===== config.mk =====
export PLATFORM = sky130hd
export DESIGN_NAME = pin_function_mux
export DESIGN_NICKNAME = d
export VERILOG_FILES = /design/src/common/pin_mux_pkg.sv /design/src/logic/pin_function_mux.sv /design/src/logic/strap_capture.sv /design/src/logic/parity_gen.sv
export SDC_FILE = /design/constraint.sdc
export NUM_CORES = 1
export LEC_CHECK = 0
export ABC_AREA = 0
export ABC_CLOCK_PERIOD_IN_PS = 2250
export BUFFER_PORTS_ARGS = -buffer_cell sky130_fd_sc_hd__buf_4
export CORE_MARGIN = 2
export CORE_UTILIZATION = 25
export CTS_BUF_LIST = sky130_fd_sc_hd__clkbuf_4
export DETAILED_ROUTE_END_ITERATION = 10
export RECOVER_POWER = 50
export SETUP_SLACK_MARGIN = 0.3
export SLEW_MARGIN = 5
export SYNTH_ARGS = -nofsm -noshare
export SYNTH_HDL_FRONTEND = slang
export SYNTH_SLANG_ARGS = --single-unit

===== constraint.sdc =====
create_clock -name clock_i -period 2.25 [get_ports clock_i]
set_input_delay 0.225 -clock clock_i [delete_from_list [all_inputs] [get_ports clock_i]]
set_output_delay 0.225 -clock clock_i [all_outputs]
set_load 0.05 [all_outputs]

===== src/common/pin_mux_pkg.sv =====
// Constants and types for the pin function mux and reset strap block
package pin_mux_pkg;
    localparam int          SEL_W          = 10;
    localparam int          CS_COUNT       = 4;
    localparam logic [9:0]  SEL_RESET      = 10'h000;
    localparam int          SEL_DRAM_ADDR_MUX_STROBE_BIT   = 0;
    localparam int          SEL_WEL_BIT    = 7;
    localparam int          SEL_WEH_BIT    = 8;
    localparam logic [3:0]  EN8_ALL_SET    = 4'hf;
    localparam logic [3:0]  EN8_ALL_CLEAR  = 4'h0;
    // Select bits whose dram function is chosen when the bit is set
    localparam logic [9:0]  SEL_INVERT     = 10'h180;
    localparam logic        PARITY_ODD     = 1'b1;

    typedef enum logic [2:0] {
        ST_RESET = 3'b001,
        ST_LATCH = 3'b010,
        ST_RUN   = 3'b100
    } strap_state_t;
endpackage : pin_mux_pkg


===== src/logic/pin_function_mux.sv =====
// Pin function mux with reset straps and dram parity pins
// What this block does
// Ten select bits each choose the function of exactly one dual-purpose pin
// Bit 0 clear gives address-mux strobe, set gives baud generator 1
// Bit 1 clear gives bank 0 row strobe, set gives baud gen 2 function
// Bit 2 clear gives bank 1 row strobe, set gives baud gen 3 function
// Bit 3 clear gives upper column strobe, set gives port B bit 0
// Bit 4 clear gives lower column strobe, set gives port B bit 1
// Bit 5 clear gives dram write strobe, independent of processor read/write
// Bit 6 clear gives bidirectional byte address bit 0, set gives timer output
// Bit 7 set gives low byte write enable, clear gives dma request
// Bit 8 set gives high byte write enable, clear gives dma acknowledge
// Bit 9 clear gives memory output enable, set gives dma done
// Lower parity pin low in reset sets all four byte-width enables
// Eight-bit accesses move data on the upper data byte lines
// Accesses outside all chip-select regions are always full sixteen-bit
// Upper parity pin high in reset disables the embedded core
// After reset the upper parity pin carries parity for the upper byte
// After reset the lower parity pin carries parity for the lower byte
// Parity error pin driven low while any dram parity error flag set
// Parity error pin low in reset puts all pins in high impedance; here only the mux and parity pins float, data_bus_o still drives
// Bus-clear request is observed only, never driven or shown on a pin
// Outside system holds test reset low during system reset
// Strap values latch at reset release and hold until next reset
`timescale 1ns/1ps
module pin_function_mux #(
    parameter int SEL_WIDTH = 10
) (
    input  wire logic                      clock_i,
    input  wire logic                      resetn_i,
    input  wire logic [SEL_WIDTH-1:0]      pin_function_select_i,
    // Dram and bus sizing functions
    input  wire logic                      dram_addr_mux_strobe_n_i,
    input  wire logic                      row_strobe_bank0_n_i,
    input  wire logic                      row_strobe_bank1_n_i,
    input  wire logic                      col_strobe_upper_n_i,
    input  wire logic                      col_strobe_lower_n_i,
    input  wire logic                      dram_write_cycle_i,
    input  wire logic                      byte_addr_bit0_out_i,
    input  wire logic                      byte_addr_bit0_oe_n_i,
    input  wire logic                      write_en_low_byte_n_i,
    input  wire logic                      write_en_high_byte_n_i,
    input  wire logic                      mem_output_en_n_i,
    // Legacy peripheral functions, each with its own drive enable
    input  wire logic [SEL_WIDTH-1:0]      legacy_out_i,
    input  wire logic [SEL_WIDTH-1:0]      legacy_oe_n_i,
    output logic [SEL_WIDTH-1:0]           legacy_in_o,
    output logic                           byte_addr_bit0_in_o,
    // Dual-function pins
    input  wire logic [SEL_WIDTH-1:0]      mux_pin_i,
    output logic [SEL_WIDTH-1:0]           mux_pin_o,
    output logic [SEL_WIDTH-1:0]           mux_pin_oe_n_o,
    // Data bus and byte sizing
    input  wire logic [3:0]                cs_hit_i,
    input  wire logic [3:0]                cs_byte_width_en_i,
    input  wire logic [15:0]               data_in_i,
    input  wire logic [7:0]                byte_data_i,
    input  wire logic                      byte_access_i,
    input  wire logic                      data_drive_i,
    output logic [15:0]                    data_bus_o,
    output logic                           byte_cycle_o,
    output logic [3:0]                     cs_byte_width_en_o,
    output logic                           cs_byte_width_load_o,
    // Parity pins and control
    input  wire logic                      parity_odd_i,
    input  wire logic                      parity_drive_i,
    input  wire logic [1:0]                dram_parity_err_flag_i,
    input  wire logic                      parity_pin_upper_i,
    input  wire logic                      parity_pin_lower_i,
    input  wire logic                      parity_error_pin_i,
    output logic                           parity_pin_upper_o,
    output logic                           parity_pin_upper_oe_n_o,
    output logic                           parity_pin_lower_o,
    output logic                           parity_pin_lower_oe_n_o,
    output logic                           parity_error_out_n_o,
    output logic                           parity_error_out_oe_n_o,
    output logic [1:0]                     parity_mismatch_o,
    // Straps and core
    input  wire logic                      bus_clear_request_i,
    output logic                           bus_clear_seen_o,
    output logic                           core_disable_o,
    output logic                           global_hiz_o
);
    import pin_mux_pkg::*;

    logic                 in_reset;
    logic                 core_dis_strap;
    logic                 bus_w_strap;
    logic                 hiz_strap;
    logic                 hiz_active;
    logic [SEL_WIDTH-1:0] dram_sel;
    logic [SEL_WIDTH-1:0] dram_out;
    logic [SEL_WIDTH-1:0] dram_oe_n;
    logic [SEL_WIDTH-1:0] pin_out_next;
    logic [SEL_WIDTH-1:0] pin_oe_n_next;
    logic                 par_upper;
    logic                 par_lower;
    logic                 mism_upper;
    logic                 mism_lower;
    logic                 any_cs_byte;
    logic [15:0]          data_next;
    logic                 err_n_next;
    logic                 first_run_reg;

    strap_capture u_straps (
        .clock_i              (clock_i),
        .resetn_i             (resetn_i),
        .parity_pin_upper_i   (parity_pin_upper_i),
        .parity_pin_lower_i   (parity_pin_lower_i),
        .parity_error_pin_i   (parity_error_pin_i),
        .in_reset_o           (in_reset),
        .core_disable_strap_o (core_dis_strap),
        .bus_width_strap_o    (bus_w_strap),
        .global_hiz_strap_o   (hiz_strap)
    );

    parity_gen #(.BYTE_W(8)) u_par_upper (
        .byte_i     (data_in_i[15:8]),
        .odd_i      (parity_odd_i),
        .pin_i      (parity_pin_upper_i),
        .parity_o   (par_upper),
        .mismatch_o (mism_upper)
    );

    parity_gen #(.BYTE_W(8)) u_par_lower (
        .byte_i     (data_in_i[7:0]),
        .odd_i      (parity_odd_i),
        .pin_i      (parity_pin_lower_i),
        .parity_o   (par_lower),
        .mismatch_o (mism_lower)
    );

    // Global high impedance only after the strap is known; during reset pins float anyway
    assign hiz_active = !hiz_strap;

    // Dram side functions in select bit order; only the byte address bit is bidirectional
    assign dram_out = {mem_output_en_n_i, write_en_high_byte_n_i, write_en_low_byte_n_i,
                       byte_addr_bit0_out_i, !dram_write_cycle_i, col_strobe_lower_n_i,
                       col_strobe_upper_n_i, row_strobe_bank1_n_i, row_strobe_bank0_n_i,
                       dram_addr_mux_strobe_n_i};
    assign dram_oe_n = {3'b000, byte_addr_bit0_oe_n_i, 6'b00_0000};
    // Bits 7 and 8 pick the dram function when set
    assign dram_sel = ~(pin_function_select_i ^ SEL_INVERT[SEL_WIDTH-1:0]);

    genvar g;
    generate
        for (g = 0; g < SEL_WIDTH; g = g + 1) begin : g_pin
            // Each select bit steers exactly one pin
            assign pin_out_next[g]  = dram_sel[g] ? dram_out[g] : legacy_out_i[g];
            assign pin_oe_n_next[g] = hiz_active | in_reset | (dram_sel[g] ? dram_oe_n[g]
                                      : legacy_oe_n_i[g]);
            assign legacy_in_o[g]   = dram_sel[g] ? 1'b0 : mux_pin_i[g];
        end
    endgenerate

    assign byte_addr_bit0_in_o = dram_sel[6] ? mux_pin_i[6] : 1'b0;

    // Byte cycles only inside an enabled chip select; elsewhere always word wide
    assign any_cs_byte = |(cs_hit_i & cs_byte_width_en_i);
    assign byte_cycle_o = byte_access_i & any_cs_byte;
    // Narrow data rides on the upper lanes and is repeated so all 16 lines drive
    assign data_next = byte_cycle_o ? {byte_data_i, byte_data_i} : data_in_i;

    // Width enables forced on once, right after reset, if the strap was low
    assign cs_byte_width_load_o = first_run_reg && !bus_w_strap;
    assign cs_byte_width_en_o   = EN8_ALL_SET;

    // High only in the cycle after release, so the enables load once per reset
    always_ff @(posedge clock_i) begin
        if (!resetn_i) begin
            first_run_reg <= 1'b0;
        end else begin
            first_run_reg <= in_reset;
        end
    end

    assign err_n_next = !(|dram_parity_err_flag_i);

    always_ff @(posedge clock_i) begin
        if (!resetn_i) begin
            mux_pin_o      <= '0;
            mux_pin_oe_n_o <= '1;
            data_bus_o     <= 16'h0000;
        end else begin
            mux_pin_o      <= pin_out_next;
            mux_pin_oe_n_o <= pin_oe_n_next;
            data_bus_o     <= data_drive_i ? data_next : 16'h0000;
        end
    end

    // Parity pins carry data parity only outside reset; hiz strap overrides all drive
    always_ff @(posedge clock_i) begin
        if (!resetn_i) begin
            parity_pin_upper_o      <= 1'b0;
            parity_pin_upper_oe_n_o <= 1'b1;
            parity_pin_lower_o      <= 1'b0;
            parity_pin_lower_oe_n_o <= 1'b1;
            parity_error_out_n_o    <= 1'b1;
            parity_error_out_oe_n_o <= 1'b1;
            parity_mismatch_o       <= 2'b00;
        end else begin
            parity_pin_upper_o      <= par_upper;
            parity_pin_upper_oe_n_o <= in_reset | hiz_active | !parity_drive_i;
            parity_pin_lower_o      <= par_lower;
            parity_pin_lower_oe_n_o <= in_reset | hiz_active | !parity_drive_i;
            parity_error_out_n_o    <= err_n_next;
            parity_error_out_oe_n_o <= in_reset | hiz_active;
            parity_mismatch_o       <= parity_drive_i ? 2'b00 : {mism_upper, mism_lower};
        end
    end

    // Bus clear is only watched; no pin carries it
    always_ff @(posedge clock_i) begin
        if (!resetn_i) begin
            bus_clear_seen_o <= 1'b0;
        end else begin
            bus_clear_seen_o <= bus_clear_request_i;
        end
    end

    assign core_disable_o = core_dis_strap;
    assign global_hiz_o   = hiz_active;
endmodule : pin_function_mux


===== src/logic/strap_capture.sv =====
// Samples the three dual-purpose pins as straps while system reset is held
`timescale 1ns/1ps
module strap_capture (
    input  wire logic                      clock_i,
    input  wire logic                      resetn_i,
    input  wire logic                      parity_pin_upper_i,
    input  wire logic                      parity_pin_lower_i,
    input  wire logic                      parity_error_pin_i,
    output logic                           in_reset_o,
    output logic                           core_disable_strap_o,
    output logic                           bus_width_strap_o,
    output logic                           global_hiz_strap_o
);
    import pin_mux_pkg::*;

    strap_state_t state_reg;
    strap_state_t state_next;
    logic         core_dis_sample_reg;
    logic         bus_w_sample_reg;
    logic         hiz_sample_reg;

    // Sampling is clocked: reset loads no constants here, pins are read each edge in reset
    always_ff @(posedge clock_i) begin
        if (!resetn_i) begin
            core_dis_sample_reg <= parity_pin_upper_i;
            bus_w_sample_reg    <= parity_pin_lower_i;
            hiz_sample_reg      <= parity_error_pin_i;
        end
    end

    always_comb begin
        case (state_reg)
            ST_RESET: state_next = ST_LATCH;
            ST_LATCH: state_next = ST_RUN;
            ST_RUN:   state_next = ST_RUN;
            default:  state_next = ST_RESET;
        endcase
    end

    always_ff @(posedge clock_i) begin
        if (!resetn_i) begin
            state_reg <= ST_RESET;
        end else begin
            state_reg <= state_next;
        end
    end

    assign in_reset_o = (state_reg == ST_RESET);

    // Straps read the last value held in reset and never change until the next reset R22
    always_ff @(posedge clock_i) begin
        if (!resetn_i) begin
            core_disable_strap_o <= 1'b0;
            bus_width_strap_o    <= 1'b1;
            global_hiz_strap_o   <= 1'b1;
        end else if (state_reg == ST_RESET) begin
            core_disable_strap_o <= core_dis_sample_reg;
            bus_width_strap_o    <= bus_w_sample_reg;
            global_hiz_strap_o   <= hiz_sample_reg;
        end
    end
endmodule : strap_capture


===== src/logic/parity_gen.sv =====
// Byte parity generator and checker for the two dram parity pins
`timescale 1ns/1ps
module parity_gen #(
    parameter int BYTE_W = 8
) (
    input  wire logic [BYTE_W-1:0]         byte_i,
    input  wire logic                      odd_i,
    input  wire logic                      pin_i,
    output logic                           parity_o,
    output logic                           mismatch_o
);
    assign parity_o   = (^byte_i) ^ odd_i;
    assign mismatch_o = parity_o ^ pin_i;
endmodule : parity_gen


==> metrics.md, run 1 <==
| Metric | Value |
|---|---|
| Outcome | `finished clean` |
| GRT Total Usage | `approximately 12%` |
| Hold path depth | `2` |
| Most used DFF post-synth | `dfxtp_1` |
| Area added between synthesis and finish | `58.0%` |
| Pin count of the biggest net entering global routing | `17` |
| Critical Path Start Type | `flip-flop` |
| Final Power | `2.49 mW` |
| Post-DRT Antenna Nets | `0` |
| Gr ovfl total | `0` |
| CP cell instances | `nor3b_1 -> nor3_1 -> buf_4 -> nand2_1` |
| Worst Max-Slew Pin Slew | `roughly 0.86 ns` |
| Via count | `approximately 1800` |
| Avg Synthesized Cell Area | `roughly 11 µm²` |
| H-tree Lvls | `2` |
| LEAKAGE | `1.61 nW` |
| Fin crit period | `about 1.6 ns` |
| WP buf/inv | `1` |
| Most frequent cell after synthesis | `dfxtp_1` |
| Setup_tns | `0 ns` |
| Largest register by flop count | `data_bus_o` |
| Post_cts resized | `0` |
| Clock skew | `between 0.002 and 0.0025 ns` |
| Worst hold-check path type | `in -> reg` |
| IO Count | `159` |
| Worst slew margin relative to its limit | `around 43%` |
| Core Region | `just over 0.008 mm²` |
| Max incr delay on CP | `roughly 0.70 ns` |
| Initial DRC count | `36` |
| Most area-consuming cells after synthesis | `dfxtp_1, mux2i_1, nor2_1, edfxtp_1, xnor2_1` |
| Distinct cells, synth | `26` |
| WP data arrival | `approximately 1.9 ns` |
| CTS Buf Count | `5` |
| Core Rows | `33` |
| Vias per cell | `4.01` |
| # hold bufs at CTS | `1` |
| R2r worst-path depth | `4` |
| Fillers | `roughly 850` |
| Synth top area share | `49.3%` |
| Worst VDD drop | `around 280 µV` |
| CP Capture Type | `flip-flop` |
| Die Y | `about 95 µm` |
| Crit Path Class | `reg -> reg` |
| Wire length per cell | `12.6 µm` |
| Initial Util | `25.5%` |
| Number of flops mapped to enable cells by yosys | `3` |
| Vias in the first global route | `1755` |
| Layout cells sized above 1 | `approximately 38%` |
| Sequential element share of the synthesized area | `53.7%` |
| Post-synth top area cell | `dfxtp_1` |
| Fmax | `~0.63 GHz` |
| Port bufs | `between 150 and 200` |
| Final Cycle Share | `a little over two thirds` |
| Worst path slowest cell | `nor3b_1` |
| Max reg flops | `16` |
| # nets final | `449` |
| Mapped Area | `a little over 0.002 mm²` |
| Crit-path max FO | `10` |
| Postcts setup bufs | `0` |
| Register bit total from synthesis | `54` |
| GPL Wtd Cong | `between 0.7 and 0.8` |
| Mapped Cells | `around 200` |
| Critical path depth in cells | `4` |
| Synth cell count leaders | `dfxtp_1, nor2_1, mux2i_1, nand2_1, and2_1` |
| Post-DP HPWL | `between 4000 and 5000 µm` |
| CTS tree | `built` |
| Max Slew Vio Count | `0` |
| Total Die Area | `about 0.009 mm²` |
| Drt total wl | `a little under 6000 µm` |
| Top delay family on crit path | `simple AND/OR/NAND/NOR gates` |
| # setup viols final | `0` |
| Clk Latency, worst-skew pair | `approximately 0.36 ns` |
| Biggest regs | `data_bus_o (16), mux_pin_o (10), mux_pin_oe_n_o (10)` |
| First-pass GRT wire length | `8340 µm` |
| Final hold viol count | `0` |
| Cell area power density | `~760 mW/mm²` |
| Clk slew on worst S/H paths | `approximately 0.15 ns` |
| CTS sink count | `between 50 and 60` |
| Die Wd | `roughly 95 µm` |
| Hold Slack | `around 0.032 ns` |
| Max_cap viols | `0` |
| CP required | `roughly 2.6 ns` |
| Initial antenna violation count | `0` |
| DRT Pass-1 Iters | `4` |
| Diodes inserted | `0` |
| Clock Path Buffers | `2` |
| RSZ-0062 raised after global routing | `false` |
| FFs w/ async S/R, synth | `0%` |
| YS warnings | `0` |
| Root Buffer | `clkbuf_4` |
| DRC violations left | `0` |
## cells in the final DEF (no fill, tap or decap), drive strengths merged, types with 2 or more instances in the layout
cell type / synthesis / layout
dlygate4sd3: 0 / 2
clkinv: 0 / 2
o21ai: 4 / 4
xor2: 3 / 3
conb: 1 / 4
clkbuf: 2 / 40
xnor2: 10 / 10
dfxtp: 51 / 51
edfxtp: 3 / 3
a22o: 2 / 2
inv: 6 / 6
nor2: 32 / 32
and2: 12 / 12
nor2b: 4 / 4
xnor3: 3 / 3
buf: 9 / 122
nand2: 19 / 19
mux2i: 28 / 28
nor3: 2 / 2
## final cells by class
cell class	instances	area, µm²	share of cell area (%)
flip-flops and latches	54	1110	34.0
repair buffers	159	1070	32.8
multi-input cells	128	878	26.8
well taps	105	131	4.02
clock buffers	5	37.5	1.15
inverters	6	22.5	0.688
clock inverters	3	16.3	0.497
## path summary, 6_finish.rpt
path,startpoint,endpoint,slack (ns)
setup / recovery,u_straps.state_reg[2],parity_pin_lower_oe_n_o,0.66
hold / removal,dram_parity_err_flag_i[0],parity_error_out_n_o,0.03
setup reg to reg,u_straps.state_reg[2],parity_pin_lower_oe_n_o,0.66
hold reg to reg,u_straps.state_reg[0],u_straps.state_reg[2],0.44
## cells by family after synthesis
logic type | Yosys count | synth area share [%]
AND/OR/NAND/NOR | 71 | 15.5
flip-flops | 54 | 53.7
multiplexers | 28 | 13.5
XOR/XNOR | 17 | 10.3
buffers and inverters | 17 | 4.41
AO/OA/AOI/OAI | 8 | 2.42
other | 1 | 0.181
## metal layers
layer  global-route usage, %  vias to the layer above  part of all wire [%]
met5                       0                        -                     0
met4                    4.71                        0                   1.6
met3                    3.48                        7                   6.1
met2                    22.5                       57                    54
met1                    13.3                      846                    38
li1                        -                      936                     -
## where the power goes
part / total (mW) / switching [mW] / internal (mW)
Clock: 0.416 / 0.299 / 0.117
Combinational: 0.965 / 0.612 / 0.354
Sequential: 1.11 / 0.0345 / 1.08
Total: 2.49 / 0.945 / 1.55
## metrics by stage
step,setup slack [ns],cells,cell area (µm²),util [%]
6_report,0.663,460,3270,40.2
3_3_place_gp,0.637,450,3330,40.9
4_1_cts,0.872,459,3390,41.7
3_5_place_dp,0.632,450,3330,40.9
5_1_grt,0.493,460,3270,40.2
2_1_floorplan,0.841,199,2080,-
Note: power is estimated with default switching activity, not from simulation.
==> inputs of run 2 (changes only) <==
--- a/config.mk
+++ b/config.mk
@@ -6,7 +6,7 @@
 export NUM_CORES = 1
 export LEC_CHECK = 0
 export ABC_AREA = 0
-export ABC_CLOCK_PERIOD_IN_PS = 2250
+export ABC_CLOCK_PERIOD_IN_PS = 1600
 export BUFFER_PORTS_ARGS = -buffer_cell sky130_fd_sc_hd__buf_4
 export CORE_MARGIN = 2
 export CORE_UTILIZATION = 25
==> constraint.sdc (replaced) <==
create_clock -name clock_i -period 1.6 [get_ports clock_i]
set_input_delay 0.16 -clock clock_i [delete_from_list [all_inputs] [get_ports clock_i]]
set_output_delay 0.16 -clock clock_i [all_outputs]
set_load 0.05 [all_outputs]
==> run 2 against run 1 <==
Against the previous run: clock power increased by 49%; global-route usage increased by 1.0 points; non-clock buffer count increased by 41; sequential power increased by 41%; final cell count increased by 8.9%; via count increased by 8.5%; design area increased by 12%; sequential share of layout area decreased by 3.6 points; register-to-register slack got worse by 0.27 ns.
==> metrics.md, run 2 (synthesis gave the netlist of run 1 again) <==
| Metric | Value |
|---|---|
| Outcome | `finished clean` |
| Critical Path Start Type | `flip-flop` |
| Final Cycle Share | `a little over four fifths` |
| Postcts setup bufs | `0` |
| H-tree Lvls | `2` |
| Final Power | `between 3 and 4 mW` |
| First-pass GRT wire length | `9140 µm` |
| Top layer in use | `met4` |
| Vias per cell | `~4.0` |
| Clk Latency, worst-skew pair | `0.36 ns` |
| Diodes inserted | `0` |
| Worst path slowest cell | `clkbuf_1` |
| Worst Max-Slew Pin Slew | `about 0.64 ns` |
| Root Buffer | `clkbuf_4` |
| Max reg flops | `16` |
| DRC violations left | `0` |
| Worst VDD drop | `around 440 µV` |
| Initial DRC count | `39` |
| Fin crit period | `about 1.3 ns` |
| Drt total wl | `approximately 6200 µm` |
| Setup_tns | `0 ns` |
| # nets final | `~500` |
| Total Die Area | `around 0.0090 mm²` |
| Cell area power density | `between 900 and 1000 mW/mm²` |
| CTS Buf Count | `5` |
| WP buf/inv | `1` |
| Core Rows | `33` |
| DRT Pass-1 Iters | `4` |
| Initial antenna violation count | `0` |
| Vias in the first global route | `~2000` |
| Wire length per cell | `12.4 µm` |
| Met2 Wirelength | `between 3000 and 4000 µm` |
| # hold bufs at CTS | `38` |
| Crit Reg-Reg Startpoint | `u_straps.state_reg[2]` |
| Worst hold-check path type | `in -> reg` |
| Top delay family on crit path | `buffers and inverters` |
| LEAKAGE | `1.75 nW` |
| Die Y | `95.0 µm` |
| Area added between synthesis and finish | `76.6%` |
| Core Region | `0.00813 mm²` |
| CP Capture Type | `output port` |
| Die Wd | `approximately 95 µm` |
| Most frequent cells in the layout | `buf_4, dfxtp_1, dlygate4sd3_1, clkbuf_1, nor2_1` |
| CTS tree | `built` |
| Post-DRT Antenna Nets | `0` |
| Max incr delay on CP | `0.48 ns` |
| RSZ-0062 raised after global routing | `false` |
| Hold path startpoint | `legacy_out_i[1]` |
| Fillers | `795` |
| Max_cap viols | `0` |
| Initial Util | `between 20% and 30%` |
| Crit Path Class | `reg -> out` |
| Max Slew Vio Count | `0` |
| Worst slew margin relative to its limit | `between 50 and 60%` |
| Biggest regs | `data_bus_o (16), mux_pin_o (10), mux_pin_oe_n_o (10)` |
| Length of routed met3 wiring | `approximately 260 µm` |
| Crit. Startpoint | `mux_pin_o[6]` |
| Post_cts resized | `0` |
| Via count | `2003` |
| Clk slew on worst S/H paths | `roughly 0.15 ns` |
| Crit-path max FO | `1` |
| Clock Path Buffers | `2` |
| Layout cells sized above 1 | `around a third` |
| Most common cell after layout, fill and taps aside | `buf_4` |
| Met1 Routed Length | `~2400 µm` |
| Pin count of the biggest net entering global routing | `19` |
| Fmax | `0.741 GHz` |
| GRT Total Usage | `13.3%` |
| IO Count | `159` |
| # setup viols final | `0` |
| CTS sink count | `54` |
| Port bufs | `around 150` |
| WP data arrival | `about 1.2 ns` |
| CP required | `roughly 1.4 ns` |
| GPL Wtd Cong | `between 0.7 and 0.8` |
| Largest register by flop count | `data_bus_o` |
| Final hold viol count | `0` |
| CP cell instances | `clkbuf_1` |
| Post-DP HPWL | `4710 µm` |
| Clock skew | `0.00476 ns` |
| Gr ovfl total | `0` |
run 2: final cells by class:
| cell class | instances | area [µm²] | share of cell area (%) |
|---|---|---|---|
| Clock inverter | 3 | 25.0 | 0.684 |
| Sequential cell | 54 | 1110 | 30.4 |
| Inverter | 6 | 22.5 | 0.616 |
| Timing Repair Buffer | 200 | 1450 | 39.6 |
| Clock buffer | 5 | 37.5 | 1.03 |
| Multi-Input combinational cell | 128 | 882 | 24.1 |
| Tap cell | 105 | 131 | 3.59 |
run 2: layer usage:
metal,up-vias,GRT usage (%)
met5,-,0
met4,0,5.07
met3,6,2.61
met2,58,24.1
met1,922,15.4
li1,1017,-
run 2: final timing paths:
| kind | endpoint | slack [ns] | cells past startpoint |
|---|---|---|---|
| max | mux_pin_o[6] | 0.25 | 1 |
| min | mux_pin_o[1] | 0.02 | 3 |
| max reg2reg | u_straps.bus_width_strap_o | 0.39 | 4 |
| min reg2reg | u_straps.state_reg[2] | 0.44 | 1 |
run 2: power breakdown:
part / switching, mW / internal (mW)
Sequential: 0.0534 / 1.52
Combinational: 0.880 / 0.557
Clock: 0.438 / 0.181
run 2: stage by stage:
stage	utilization, %	hold slack, ns	area, µm²	std cells	worst slack [ns]
2_1_floorplan	-	0.222	2080	199	0.321
3_3_place_gp	41.1	0.339	3340	452	0.145
3_5_place_dp	41.1	0.340	3340	452	0.146
4_1_cts	46.5	0.000242	3780	498	0.369
5_1_grt	45.0	0.00267	3660	501	0.173
6_report	45.0	0.0200	3660	501	0.250
